--- config.mk ---
export PLATFORM = sky130hd
export DESIGN_NAME = tcc_timer_core
export DESIGN_NICKNAME = d
export VERILOG_FILES = /design/src/design/tcc_pkg.sv /design/src/design/tcc_timer_core.sv
export SDC_FILE = /design/constraint.sdc
export NUM_CORES = 1
export LEC_CHECK = 0
export ABC_AREA = 1
export ABC_CLOCK_PERIOD_IN_PS = 2100
export BUFFER_PORTS_ARGS = -buffer_cell sky130_fd_sc_hd__buf_2
export CAP_MARGIN = 20
export CELL_PAD_IN_SITES_DETAIL_PLACEMENT = 2
export CELL_PAD_IN_SITES_GLOBAL_PLACEMENT = 2
export CORE_MARGIN = 1
export CORE_UTILIZATION = 31
export CTS_CLUSTER_SIZE = 24
export DETAILED_ROUTE_END_ITERATION = 7
export PLACE_DENSITY = 0.79
export SYNTH_ARGS = -nofsm -noshare
export SYNTH_HDL_FRONTEND = slang
export SYNTH_SLANG_ARGS = --single-unit
--- constraint.sdc ---
create_clock -name clk_sys -period 2.1 [get_ports clk_sys]
set_input_delay 0.21 -clock clk_sys [delete_from_list [all_inputs] [get_ports clk_sys]]
set_output_delay 0.21 -clock clk_sys [all_outputs]
set_load 0.01 [all_outputs]
--- src/design/tcc_pkg.sv ---
package tcc_pkg;

   // Bus geometry
   localparam int TCC_ADDR_W = 8;
   localparam int TCC_DATA_W = 32;

   // Register byte addresses, one aligned word each
   localparam logic [7:0] TCC_OFS_CTRL = 8'h00;
   localparam logic [7:0] TCC_OFS_CNT_LO = 8'h04;
   localparam logic [7:0] TCC_OFS_CNT_HI = 8'h08;
   localparam logic [7:0] TCC_OFS_CMPA_LO = 8'h0C;
   localparam logic [7:0] TCC_OFS_CMPA_HI = 8'h10;
   localparam logic [7:0] TCC_OFS_CMPP = 8'h14;
   localparam logic [7:0] TCC_OFS_INT_STAT = 8'h18;
   localparam logic [7:0] TCC_OFS_INT_MASK = 8'h1C;

   // Control register field positions
   localparam int TCC_CTRL_CLRSEL_BIT = 0;
   localparam int TCC_CTRL_SWAP_BIT = 1;
   localparam int TCC_CTRL_MODE_LSB = 2;
   localparam int TCC_CTRL_RUN_BIT = 4;

   // Interrupt status field positions
   localparam int TCC_INT_MATCHA_BIT = 0;
   localparam int TCC_INT_MATCHP_BIT = 1;
   localparam int TCC_INT_OVF_BIT = 2;
   localparam int TCC_INT_W = 3;

   // Reset values
   localparam logic [15:0] TCC_CNT_RST = 16'h0000;
   localparam logic [15:0] TCC_CMPA_RST = 16'h0000;
   localparam logic [7:0] TCC_CMPP_RST = 8'h00;
   localparam logic [2:0] TCC_INT_RST = 3'h0;
   localparam logic [31:0] TCC_RDATA_RST = 32'h0000_0000;

   // Counter limits
   localparam logic [15:0] TCC_CNT_MAX = 16'hFFFF;
   localparam logic [7:0] TCC_BYTE_ZERO = 8'h00;

   // Operating modes
   typedef enum logic [1:0] {
      TCC_MODE_COMPARE = 2'b00,
      TCC_MODE_CAPTURE = 2'b01,
      TCC_MODE_PWM = 2'b10,
      TCC_MODE_TIMER = 2'b11
   } tcc_mode_t;

   // Control word carried as one unit
   typedef struct packed {
      logic run;
      tcc_mode_t mode;
      logic pwmRoleSwap;
      logic counterClearSelect;
   } tcc_ctrl_t;

   localparam tcc_ctrl_t TCC_CTRL_RST = '{1'b0, TCC_MODE_COMPARE, 1'b0, 1'b0};

   // PWM values handed to the output stage
   typedef struct packed {
      logic [15:0] period;
      logic [15:0] duty;
   } tcc_pwm_t;

endpackage

--- src/design/tcc_timer_core.sv ---
// Behaviour
// - Swap set: P is duty, A period
// - Swap clear: P is period, A duty
// - Clear-select high: clear on A match
// - Clear-select low: clear on P match/overflow
// - Overflow clear only when P is zero
// - Clear-select ignored in PWM/capture modes
// - Counter readable as two RO bytes
// - Compare A held in two RW bytes
// - P compared with counter bits 15..8
// - P zero 65536, else 256*N clocks
//
// Implementation choices: register access over APB and the placing of the registers.
module tcc_timer_core (
   // Clock and reset
   input wire logic clk_sys,
   input wire logic rst_n,
   // APB slave
   input wire logic psel,
   input wire logic penable,
   input wire logic pwrite,
   input wire logic [tcc_pkg::TCC_ADDR_W-1:0] paddr,
   input wire logic [tcc_pkg::TCC_DATA_W-1:0] pwdata,
   output logic [tcc_pkg::TCC_DATA_W-1:0] prdata,
   output logic pready,
   output logic pslverr,
   // Selected timer clock, one-cycle tick from on-chip prescaler
   input wire logic timerTick,
   // Timer results
   output tcc_pkg::tcc_pwm_t pwmValues,
   output logic matchAPulse,
   output logic matchPPulse,
   output logic irq
);
   import tcc_pkg::*;

   // Register state
   tcc_ctrl_t ctrl_reg;
   logic [15:0] count_reg;
   logic [15:0] compareAValue_reg;
   logic [7:0] compareP_reg;
   logic [TCC_INT_W-1:0] intStat_reg;
   logic [TCC_INT_W-1:0] intMask_reg;
   logic runDelay_reg;
   logic [TCC_DATA_W-1:0] prdata_reg;
   logic pready_reg;
   logic pslverr_reg;
   tcc_pwm_t pwm_reg;
   logic matchA_reg;
   logic matchP_reg;
   logic irq_reg;

   // Bus decode
   wire logic accessPhase;
   wire logic readCapture;
   wire logic writeCommit;
   wire logic selCtrl;
   wire logic selCntLo;
   wire logic selCntHi;
   wire logic selCmpaLo;
   wire logic selCmpaHi;
   wire logic selCmpp;
   wire logic selIntStat;
   wire logic selIntMask;
   wire logic addrMapped;

   // Data answers a request one cycle into the access phase
   assign accessPhase = psel & penable;
   assign readCapture = accessPhase & ~pready_reg;
   assign writeCommit = accessPhase & pready_reg & pwrite;

   assign selCtrl = (paddr == TCC_OFS_CTRL);
   assign selCntLo = (paddr == TCC_OFS_CNT_LO);
   assign selCntHi = (paddr == TCC_OFS_CNT_HI);
   assign selCmpaLo = (paddr == TCC_OFS_CMPA_LO);
   assign selCmpaHi = (paddr == TCC_OFS_CMPA_HI);
   assign selCmpp = (paddr == TCC_OFS_CMPP);
   assign selIntStat = (paddr == TCC_OFS_INT_STAT);
   assign selIntMask = (paddr == TCC_OFS_INT_MASK);
   assign addrMapped = selCtrl | selCntLo | selCntHi | selCmpaLo
      | selCmpaHi | selCmpp | selIntStat | selIntMask;

   // Per-register write strobes, all on the commit edge
   wire logic wrCtrl;
   wire logic wrCmpaLo;
   wire logic wrCmpaHi;
   wire logic wrCmpp;
   wire logic wrIntStat;
   wire logic wrIntMask;
   wire logic [7:0] wrByte;
   assign wrCtrl = writeCommit & selCtrl;
   assign wrCmpaLo = writeCommit & selCmpaLo;
   assign wrCmpaHi = writeCommit & selCmpaHi;
   assign wrCmpp = writeCommit & selCmpp;
   assign wrIntStat = writeCommit & selIntStat;
   assign wrIntMask = writeCommit & selIntMask;
   // Byte registers take the low lane only
   assign wrByte = pwdata[7:0];

   // Read words, zero-extended to the bus width
   wire logic [TCC_DATA_W-1:0] rdCtrl;
   wire logic [TCC_DATA_W-1:0] rdCntLo;
   wire logic [TCC_DATA_W-1:0] rdCntHi;
   wire logic [TCC_DATA_W-1:0] rdCmpaLo;
   wire logic [TCC_DATA_W-1:0] rdCmpaHi;
   wire logic [TCC_DATA_W-1:0] rdCmpp;
   wire logic [TCC_DATA_W-1:0] rdIntStat;
   wire logic [TCC_DATA_W-1:0] rdIntMask;
   assign rdCtrl = {27'h000_0000, ctrl_reg};
   assign rdCntLo = {24'h00_0000, count_reg[7:0]};
   assign rdCntHi = {24'h00_0000, count_reg[15:8]};
   assign rdCmpaLo = {24'h00_0000, compareAValue_reg[7:0]};
   assign rdCmpaHi = {24'h00_0000, compareAValue_reg[15:8]};
   assign rdCmpp = {24'h00_0000, compareP_reg};
   assign rdIntStat = {29'h0000_0000, intStat_reg};
   assign rdIntMask = {29'h0000_0000, intMask_reg};

   // Read mux; unmapped offsets read as zero
   wire logic [TCC_DATA_W-1:0] readData;
   assign readData =
      selCtrl ? rdCtrl :
      selCntLo ? rdCntLo :
      selCntHi ? rdCntHi :
      selCmpaLo ? rdCmpaLo :
      selCmpaHi ? rdCmpaHi :
      selCmpp ? rdCmpp :
      selIntStat ? rdIntStat :
      selIntMask ? rdIntMask :
      TCC_RDATA_RST;

   // Mode-dependent clear source
   wire logic pwmMode;
   wire logic clearByA;
   wire logic clearSelEff;
   assign pwmMode = (ctrl_reg.mode == TCC_MODE_PWM);
   // Clear-select only matters in compare and timer modes
   assign clearSelEff = ((ctrl_reg.mode == TCC_MODE_COMPARE)
      | (ctrl_reg.mode == TCC_MODE_TIMER)) & ctrl_reg.counterClearSelect;
   // In PWM the period register ends the cycle instead
   assign clearByA = pwmMode ? ctrl_reg.pwmRoleSwap : clearSelEff;

   // Comparators
   wire logic [15:0] countInc;
   wire logic countTick;
   wire logic runRise;
   wire logic compareAHit;
   wire logic comparePHit;
   wire logic overflowHit;
   wire logic pIsZero;
   assign countTick = ctrl_reg.run & timerTick;
   assign runRise = ctrl_reg.run & ~runDelay_reg;
   assign countInc = count_reg + 16'h0001;
   assign pIsZero = (compareP_reg == TCC_BYTE_ZERO);
   assign compareAHit = countTick & (count_reg == compareAValue_reg);
   wire logic nextUpperIsP;
   wire logic nextLowerIsZero;
   // Upper byte only; the next count landing on N*256 ends the period
   assign nextUpperIsP = (countInc[15:8] == compareP_reg);
   assign nextLowerIsZero = (countInc[7:0] == TCC_BYTE_ZERO);
   // P zero never matches here, so the count runs on to its wrap
   assign comparePHit = countTick & ~pIsZero & nextUpperIsP
      & nextLowerIsZero;
   assign overflowHit = countTick & (count_reg == TCC_CNT_MAX);

   // Counter next value
   wire logic clearNow;
   logic [15:0] count_next;
   assign clearNow = clearByA ? compareAHit
      : comparePHit;
   always_comb begin
      count_next = count_reg;
      if (runRise) begin
         count_next = TCC_CNT_RST;
      end else if (countTick) begin
         if (clearNow) begin
            count_next = TCC_CNT_RST;
         end else begin
            // With P zero this wrap is the overflow clear
            count_next = countInc;
         end
      end
   end

   // PWM role assignment
   wire logic [15:0] compareP16;
   tcc_pwm_t pwm_next;
   assign compareP16 = {compareP_reg, TCC_BYTE_ZERO};
   assign pwm_next.period = ctrl_reg.pwmRoleSwap ? compareAValue_reg
      : compareP16;
   assign pwm_next.duty = ctrl_reg.pwmRoleSwap ? compareP16
      : compareAValue_reg;

   // Interrupt status, set wins over write-one-to-clear
   wire logic [TCC_INT_W-1:0] intSet;
   wire logic [TCC_INT_W-1:0] intClr;
   wire logic [TCC_INT_W-1:0] intStat_next;
   wire logic irq_next;
   assign intSet[TCC_INT_MATCHA_BIT] = compareAHit;
   assign intSet[TCC_INT_MATCHP_BIT] = comparePHit;
   assign intSet[TCC_INT_OVF_BIT] = overflowHit;
   assign intClr = wrIntStat ? pwdata[TCC_INT_W-1:0] : TCC_INT_RST;
   assign intStat_next = (intStat_reg & ~intClr) | intSet;
   // Built from the next status so irq rises with its status bit
   assign irq_next = |(intStat_next & intMask_reg);

   // Register next values
   wire tcc_ctrl_t ctrl_next;
   wire logic [15:0] compareA_next;
   wire logic [7:0] compareP_next;
   wire logic [TCC_INT_W-1:0] intMask_next;
   assign ctrl_next = wrCtrl ? tcc_ctrl_t'(pwdata[4:0]) : ctrl_reg;
   // Each byte of A loads alone; no latching across the two halves
   assign compareA_next = {wrCmpaHi ? wrByte : compareAValue_reg[15:8],
      wrCmpaLo ? wrByte : compareAValue_reg[7:0]};
   assign compareP_next = wrCmpp ? wrByte : compareP_reg;
   assign intMask_next = wrIntMask ? pwdata[TCC_INT_W-1:0] : intMask_reg;

   // Bus answer next values
   wire logic pready_next;
   wire logic pslverr_next;
   wire logic [TCC_DATA_W-1:0] prdata_next;
   assign pready_next = readCapture;
   assign pslverr_next = readCapture & ~addrMapped;
   // Read data is frozen until the next read, as the bus allows
   assign prdata_next = (readCapture & ~pwrite) ? readData : prdata_reg;

   // Control and compare registers
   always_ff @(posedge clk_sys or negedge rst_n) begin
      if (!rst_n) begin
         ctrl_reg <= TCC_CTRL_RST;
      end else begin
         ctrl_reg <= ctrl_next;
      end
   end

   always_ff @(posedge clk_sys or negedge rst_n) begin
      if (!rst_n) begin
         compareAValue_reg <= TCC_CMPA_RST;
      end else begin
         compareAValue_reg <= compareA_next;
      end
   end

   always_ff @(posedge clk_sys or negedge rst_n) begin
      if (!rst_n) begin
         compareP_reg <= TCC_CMPP_RST;
      end else begin
         compareP_reg <= compareP_next;
      end
   end

   always_ff @(posedge clk_sys or negedge rst_n) begin
      if (!rst_n) begin
         intMask_reg <= TCC_INT_RST;
      end else begin
         intMask_reg <= intMask_next;
      end
   end

   // Counter and events
   always_ff @(posedge clk_sys or negedge rst_n) begin
      if (!rst_n) begin
         count_reg <= TCC_CNT_RST;
      end else begin
         count_reg <= count_next;
      end
   end

   always_ff @(posedge clk_sys or negedge rst_n) begin
      if (!rst_n) begin
         runDelay_reg <= 1'b0;
      end else begin
         runDelay_reg <= ctrl_reg.run;
      end
   end

   always_ff @(posedge clk_sys or negedge rst_n) begin
      if (!rst_n) begin
         intStat_reg <= TCC_INT_RST;
      end else begin
         intStat_reg <= intStat_next;
      end
   end

   always_ff @(posedge clk_sys or negedge rst_n) begin
      if (!rst_n) begin
         matchA_reg <= 1'b0;
      end else begin
         matchA_reg <= compareAHit;
      end
   end

   always_ff @(posedge clk_sys or negedge rst_n) begin
      if (!rst_n) begin
         matchP_reg <= 1'b0;
      end else begin
         matchP_reg <= comparePHit;
      end
   end

   always_ff @(posedge clk_sys or negedge rst_n) begin
      if (!rst_n) begin
         irq_reg <= 1'b0;
      end else begin
         irq_reg <= irq_next;
      end
   end

   always_ff @(posedge clk_sys or negedge rst_n) begin
      if (!rst_n) begin
         pwm_reg <= '0;
      end else begin
         pwm_reg <= pwm_next;
      end
   end

   // APB answer, one wait state
   always_ff @(posedge clk_sys or negedge rst_n) begin
      if (!rst_n) begin
         pready_reg <= 1'b0;
      end else begin
         pready_reg <= pready_next;
      end
   end

   always_ff @(posedge clk_sys or negedge rst_n) begin
      if (!rst_n) begin
         pslverr_reg <= 1'b0;
      end else begin
         pslverr_reg <= pslverr_next;
      end
   end

   always_ff @(posedge clk_sys or negedge rst_n) begin
      if (!rst_n) begin
         prdata_reg <= TCC_RDATA_RST;
      end else begin
         prdata_reg <= prdata_next;
      end
   end

   assign prdata = prdata_reg;
   assign pready = pready_reg;
   assign pslverr = pslverr_reg;
   assign pwmValues = pwm_reg;
   assign matchAPulse = matchA_reg;
   assign matchPPulse = matchP_reg;
   assign irq = irq_reg;

endmodule

==> results of run 1 <==
[per-layer routing]
layer / vias to the layer above / global-route usage (%) / wire [um]
li1: 2429 / - / -
met1: 2753 / 30.7 / 9400
met2: 149 / 44.3 / 11600
met3: 29 / 4.67 / 989
met4: 0 / 10.3 / 490
met5: - / 0 / 0
[worst max path at each step]
| stage | from | endpoint | slack [ns] | depth (start not counted) |
|---|---|---|---|---|
| finish | count_reg[1] | count_reg[1] | -0.13 | 15 |
| global route | count_reg[1] | count_reg[8] | -0.21 | 15 |
| CTS | count_reg[1] | count_reg[5] | -0.08 | 13 |
| detailed placement | count_reg[0] | irq | -0.21 | 14 |
| global placement | count_reg[2] | irq | -0.02 | 13 |
| floorplan | count_reg[0] | count_reg[14] | 0.21 | 15 |
[cell usage in the layout, fill, tap and decap left out, types with 4 or more instances in the layout]
| cell type | n |
|---|---|
| conb_1 | 24 |
| dfrtp_2 | 5 |
| dfrtp_1 | 92 |
| nand3_4 | 10 |
| o22ai_1 | 7 |
| nand2_1 | 186 |
| o21ai_0 | 65 |
| nor2_4 | 9 |
| buf_4 | 80 |
| a21oi_1 | 14 |
| nand4_1 | 7 |
| nand2_4 | 5 |
| nor2_1 | 51 |
| nand2_2 | 20 |
| clkbuf_16 | 10 |
| nand3_2 | 21 |
| nand3_1 | 18 |
| xor2_1 | 5 |
| buf_2 | 65 |
| inv_1 | 81 |
| nor3_1 | 8 |
| buf_6 | 4 |
[per-stage QoR]
step / setup WS [ns] / area [sq um]
2_1_floorplan: 0.210 / 5290
3_3_place_gp: -0.0156 / 6170
3_5_place_dp: -0.206 / 6190
4_1_cts: -0.0755 / 6730
5_1_grt: -0.209 / 7070
6_report: -0.130 / 7070
[cells by family after synthesis]
| family | synth area share (%) |
|---|---|
| other cells | 0.0721 |
| xor+xnor | 1.01 |
| fa+ha+maj | 0.481 |
| compound gates | 10.8 |
| buf+inv | 11.2 |
| flops | 46.6 |
| simple gates | 29.8 |
[where the power goes]
part	switching [mW]	total [mW]	internal [mW]
clock	0.828	1.81	0.987
sequential	0.00704	1.88	1.88
combinational	0.124	0.166	0.0426
[cell type report]
type	count	area (sq um)	area share, %
Timing Repair Buffer	153	1050	14.8
Tap cell	220	275	3.89
Clock inverter	6	83.8	1.19
Multi-Input combinational cell	486	2680	37.9
Sequential cell	97	2430	34.4
Inverter	84	318	4.49
Clock buffer	10	239	3.38
[timing repair]
item	4_1_cts	5_1_grt
endpoints found under the hold margin	34	0
hold buffers	1	0
pin swaps	19	30
buffers inserted	5	10
setup endpoints to repair	19	19
resized for setup	39	60
gates cloned	1	0
[worst max-delay path, stage by stage, from the launching register on]
cell and delay (ns):
dfrtp_1 0.44, ha_4 0.22, nand2_8 0.08, inv_2 0.09, nand2_1 0.07, nand2_1 0.08, nand2_1 0.05, nor2_1 0.13
nand2_1 0.10, nor2_2 0.14, nand3_2 0.10, nor2_4 0.13, nand4_4 0.13, buf_12 0.19, nand3_2 0.06, nand2_1 0.07
==> Implementation_results.wiki, run 1 <==
{| class="wikitable"
! Metric !! Value
|-
| Outcome || finished, violations left
|-
| Violated checks || setup timing
|-
| Asr flop ratio synth || 100%
|-
| Final routed DRC violation total || 0
|-
| Core region area || 16,500 sq um
|-
| Start point of the worst hold path || penable
|-
| Area of the mapped netlist || 5200 sq um
|-
| Max rail drop VDD || 354 uV
|-
| Clock buffer depth || 2
|-
| Total CTS buffers || 9
|-
| P&R area growth vs syn || 35.9%
|-
| Mean instance size in the synthesized netlist || 7.59 sq um
|-
| Routability congestion estimate || 0.912
|-
| Number of fillers in the final layout || 1,933
|-
| Hold WS || 0.144 ns
|-
| RSZ-0062 raised after global routing || true
|-
| Source-to-sink clock delay at the later pin of the worst-skew pair || 0.36 ns
|-
| Largest fanout on the critical path || 8
|-
| Proportion of layout cells with a drive suffix above 1 || 30.5%
|-
| Final setup violation count || 17
|-
| Most numerous cell in the Yosys netlist || nand2_1
|-
| Clock slew at reported path FFs || 0.08 ns
|-
| R2R depth || 15
|-
| Power Density || 546 nW/um^2
|-
| Core Util, Final || 43.0%
|-
| Predominant post-synthesis flop cell || dfrtp_1
|-
| Clock period minus worst slack || 2.23 ns
|-
| Data required, critical path || 2.34 ns
|-
| Leakage power total || 3.63 nW
|-
| Syn. warnings || 0
|-
| Vias after detailed routing || 5,360
|-
| Final hold violation count || 0
|-
| Sum Neg Setup Slack || -1.88 ns
|-
| Number of nets in the finished design || 879
|-
| Worst rel slew slack || 58.2%
|-
| Count of input and output buffers || 66
|-
| Achievable clock frequency || 448 MHz
|-
| Wire length reported by the detailed router || 22,500 um
|-
| Remaining antenna violation count after routing || 0
|-
| ANT cells || 0
|-
| Pin slew with the least headroom to its limit || 0.626 ns
|-
| Capturing point of the worst reg2reg path || count_reg[1]
|-
| Critical path arrival || 2.47 ns
|-
| Share of synthesized area occupied by flip-flops and latches || 46.6%
|-
| Number of placed instances with taps included || 1,023
|-
| Post-synth top area cell || dfrtp_1
|-
| Number of stages on the worst hold path || 3
|-
| Kind of start point of the critical path || register
|-
| Area of the die || 17,300 sq um
|-
| IO Count || 115
|-
| Die Y-Extent || 132 um
|-
| Die Span X || 132 um
|-
| Reg2Reg Setup Slack || -0.13 ns
|-
| Average via count per standard cell || 5.08
|-
| Crit. End Element || register
|-
| Number of violations of the max-capacitance limit || 0
|-
| Pwr Total || 3.87 mW
|-
| Number of standard cells in the final layout excluding fillers || 1,056
|-
| Root cell of the clock tree || clkbuf_16
|-
| Setup clock skew after layout || 0.0170 ns
|-
| Maximum level of the CTS H-tree || 3
|-
| Worst Hold Class || in -> reg
|-
| Maximum number of pins on one net before global-route repair || 49
|-
| Number of synthesized register bits || 97
|-
| Remaining Overflow, GRT || 0
|-
| Number of sinks driven by the clock tree || 97
|-
| Sum of net half-perimeters after detailed placement || 16,000 um
|-
| DR WL/cell || 21.3 um
|-
| Worst hold endpoint || pready
|-
| Library cells used by synthesis || 38
|-
| Path type of the worst setup path || reg -> reg
|-
| Row count || 47
|-
| Cells after Synth || 686
|-
| FF-to-FF Start || count_reg[1]
|-
| GRT Total Usage || 25.4%
|-
| Fin crit share || 106%
|-
| Fraction of synthesized cell area taken by the top area cell type || 46.6%
|-
| First-pass GRT wire length || 33,100 um
|-
| Antenna violations before repair || 0
|-
| CTS tree || yes
|-
| Number of pins exceeding their max-slew limit in the final report || 0
|-
| Vias in the first global route || 5,825
|-
| Most used standard cells in the synthesized netlist || nand2_1 (211), dfrtp_1 (97), inv_1 (82)
|-
| Initial detailed-routing violation count || 256
|-
| Top cells by area in the synthesized netlist || dfrtp_1 (47%), nand2_1 (15%), o21ai_0 (6.3%)
|-
| Total iterations of the first detailed-routing run || 4
|-
| EDFF count, synth || 0
|-
| Post-route setup slack || -0.130 ns
|-
| Initial core utilization || 31.6%
|-
| Flip-flop count of the largest register after layout || 32
|}
Note: power is estimated with default switching activity, not from simulation.
==> inputs of run 2 (changes only) <==
--- a/config.mk
+++ b/config.mk
@@ -11,8 +11,9 @@
 export CAP_MARGIN = 20
 export CELL_PAD_IN_SITES_DETAIL_PLACEMENT = 2
 export CELL_PAD_IN_SITES_GLOBAL_PLACEMENT = 2
-export CORE_MARGIN = 1
+export CORE_MARGIN = 1.5
 export CORE_UTILIZATION = 31
+export CTS_CLUSTER_DIAMETER = 120
 export CTS_CLUSTER_SIZE = 24
 export DETAILED_ROUTE_END_ITERATION = 7
 export PLACE_DENSITY = 0.79
==> run 2 against run 1 <==
Effect of this change:
- the run still ends with setup timing left
- die area up 1.5%
- sequential power about the same
- critical path depth down 1
- power down 0.23%
- cell count down 0.19%
- setup slack worse by 0.025 ns
- clock skew up 0.0018 ns
- sequential share of layout area up 0.80 points
- via count up 0.37%
- non-clock buffer count down 2
- highest routed layer unchanged
==> Implementation_results.wiki, run 2 (same netlist as run 1, synthesis figures left out) <==
{| class="wikitable"
! Metric !! Value
|-
| Number of violations of the max-capacitance limit || 0 (unchanged)
|-
| Number of nets in the finished design || 877 (-0.23%)
|-
| Final hold violation count || 0 (unchanged)
|-
| Max rail drop VDD || 433 uV (+22%)
|-
| Largest fanout on the critical path || 5 (-3)
|-
| Number of pins exceeding their max-slew limit in the final report || 0 (unchanged)
|-
| CTS tree || yes
|-
| Violated checks || setup timing
|-
| Total CTS buffers || 9 (unchanged)
|-
| RSZ-0062 raised after global routing || true
|-
| Power Density || 558 nW/um^2 (+2.1%)
|-
| Clock slew at reported path FFs || 0.09 ns (about the same)
|-
| Routability congestion estimate || 0.960 (+5.3%)
|-
| Number of fillers in the final layout || 1,913 (-1.0%)
|-
| Sum of net half-perimeters after detailed placement || 16,100 um (+0.53%)
|-
| P&R area growth vs syn || 32.8%
|-
| Fraction of power spent switching nets || 25.5% (+0.75 points)
|-
| Maximum level of the CTS H-tree || 3 (unchanged)
|-
| Remaining Overflow, GRT || 0 (unchanged)
|-
| Clock buffer depth || 2 (unchanged)
|-
| Core Util, Final || 42.0% (-0.98 points)
|-
| Clock network fraction of design power || 46.8% (-0.2 points)
|-
| Row count || 47 (unchanged)
|-
| Area taken by flip-flops and latches || 2430 sq um (unchanged)
|-
| Count of input and output buffers || 66 (unchanged)
|-
| Data required, critical path || 2.42 ns (+0.08 ns)
|-
| Die Span X || 133 um (+0.76%)
|-
| Average via count per standard cell || 5.10 (+0.56%)
|-
| Wire length reported by the detailed router || 22,800 um (+1.6%)
|-
| Logic gate share of total power || 4.3% (about the same)
|-
| Pin slew with the least headroom to its limit || 0.611 ns (-0.0151 ns)
|-
| GRT Total Usage || 26.4% (+1.0 points)
|-
| Final setup violation count || 19 (+2)
|-
| Reg2Reg Setup Slack || -0.15 ns (-0.03 ns)
|-
| Flip-flop count of the largest register after layout || 32 (unchanged)
|-
| Maximum number of pins on one net before global-route repair || 49 (unchanged)
|-
| Sum Neg Setup Slack || -2.51 ns (-0.634 ns)
|-
| Vias in the first global route || 6,072 (+4.2%)
|-
| Fin crit share || 107% (+1.2 points)
|-
| Power dissipated by switching net loads || 0.985 mW (+2.8%)
|-
| DR WL/cell || 21.7 um (+1.8%)
|-
| Critical path arrival || 2.57 ns (+0.10 ns)
|-
| Internal Power || 2.87 mW (-1.2%)
|-
| IO Count || 115 (unchanged)
|-
| Total iterations of the first detailed-routing run || 5 (+1)
|-
| Leading cell types in the layout, fill and taps excluded || nand2_1 (190), dfrtp_1 (92), inv_1 (81)
|-
| Hold WS || 0.119 ns (-0.0248 ns)
|-
| Remaining antenna violation count after routing || 0 (unchanged)
|-
| Vias after detailed routing || 5,380 (+0.37%)
|-
| Achievable clock frequency || 443 MHz (-1.1%)
|-
| Combined area of the multi-input logic cells || 2530 sq um (-5.4%)
|-
| Source-to-sink clock delay at the later pin of the worst-skew pair || 0.38 ns (+0.02 ns)
|-
| ANT cells || 0 (unchanged)
|-
| Initial detailed-routing violation count || 288 (+13%)
|-
| Pwr Total || 3.86 mW (-0.23%)
|-
| Path type of the worst setup path || reg -> reg
|-
| Number of sinks driven by the clock tree || 97 (unchanged)
|-
| Most common cell after layout, fill and taps aside || nand2_1
|-
| Crit. End Element || register
|-
| Outcome || finished, violations left
|-
| Post-route setup slack || -0.155 ns (-0.0252 ns)
|-
| Clock period minus worst slack || 2.25 ns (+0.0252 ns)
|-
| Leakage power total || 3.58 nW (-1.4%)
|-
| Setup clock skew after layout || 0.0188 ns (+0.00180 ns)
|-
| Core region area || 16,500 sq um (unchanged)
|-
| First-pass GRT wire length || 35,200 um (+6.4%)
|-
| Final routed DRC violation total || 0 (unchanged)
|-
| Worst Hold Class || in -> reg
|-
| Kind of start point of the critical path || register
|-
| Antenna violations before repair || 0 (unchanged)
|-
| Root cell of the clock tree || clkbuf_16
|-
| Pre-CTS worst setup slack || -0.145 ns (+0.0606 ns)
|-
| Portion of total power attributed to sequential cells || 48.9% (+0.2 points)
|-
| Worst rel slew slack || 59.2% (+1.0 points)
|-
| Initial core utilization || 31.6% (unchanged)
|-
| Proportion of layout cells with a drive suffix above 1 || 28.8% (-1.7 points)
|-
| Area of the die || 17,600 sq um (+1.5%)
|-
| Die Y-Extent || 133 um (+0.76%)
|}
-- run 2: layout make-up --
| type | instances | area share, % |
|---|---|---|
| sequential | 97 | 35.2 |
| tap | 220 | 3.98 |
| timing repair buffer | 151 | 15.1 |
| clock buffer | 9 | 3.26 |
| inverter | 84 | 4.56 |
| clock inverter | 7 | 1.21 |
| multi-input combinational | 486 | 36.6 |
-- run 2: worst paths after layout --
| path | start | endpoint | depth (start not counted) |
|---|---|---|---|
| max in group asynchronous | rst_n | count_reg[5] | 3 |
| min reg2reg | pready | pready | 1 |
| min in group asynchronous | rst_n | ctrl_reg[1] | 2 |
| max reg2reg | count_reg[0] | irq | 14 |
| min | psel | pready | 3 |
| max | count_reg[0] | irq | 14 |
-- run 2: worst max-delay path, stage by stage, from the launching register on --
cell and delay (ns):
dfrtp_1 0.44, buf_6 0.16, nand3_4 0.09, nor2_4 0.25, buf_6 0.14, nand4_1 0.15
nand3_1 0.15, nand3_2 0.12, nor2_4 0.18, buf_4 0.14, buf_6 0.09, nand3_4 0.09
nand2_4 0.08, nand2_2 0.06, nand2_2 0.07
-- run 2: timing repair --
| action | CTS | global route |
|---|---|---|
| buffers inserted | 7 | 5 |
| endpoints found under the hold margin | 20 | 0 |
| pin swaps | 25 | 20 |
| endpoints found under the setup margin | 19 | 18 |
| hold buffers | 1 | 0 |
| gates resized for setup | 52 | 24 |
| cloned | 1 | 0 |
-- run 2: through the flow --
step / instance area, sq um / instances
finish: 6910 / 1054
global route: 6910 / 1054
CTS: 6780 / 1048
detailed placement: 6180 / 1023
global placement: 6180 / 1023
floorplan: 5290 / 709
-- run 2: power groups by stage --
stage          registers (mW)  logic (mW)  clock network [mW]
2_1_floorplan            1.92      0.0890                   0
3_3_place_gp             1.92       0.156                   0
3_5_place_dp             1.92       0.165                   0
4_1_cts                  1.88       0.169                1.81
5_1_grt                  1.88       0.187                1.89
6_report                 1.88       0.168                1.80
-- run 2: layer usage --
metal / GRT usage, % / vias up / share of wire (%)
met5: 0 / - / 0
met4: 11.1 / 0 / 3.2
met3: 3.72 / 58 / 3.7
met2: 46.8 / 165 / 52
met1: 32.3 / 2734 / 41
li1: - / 2423 / -
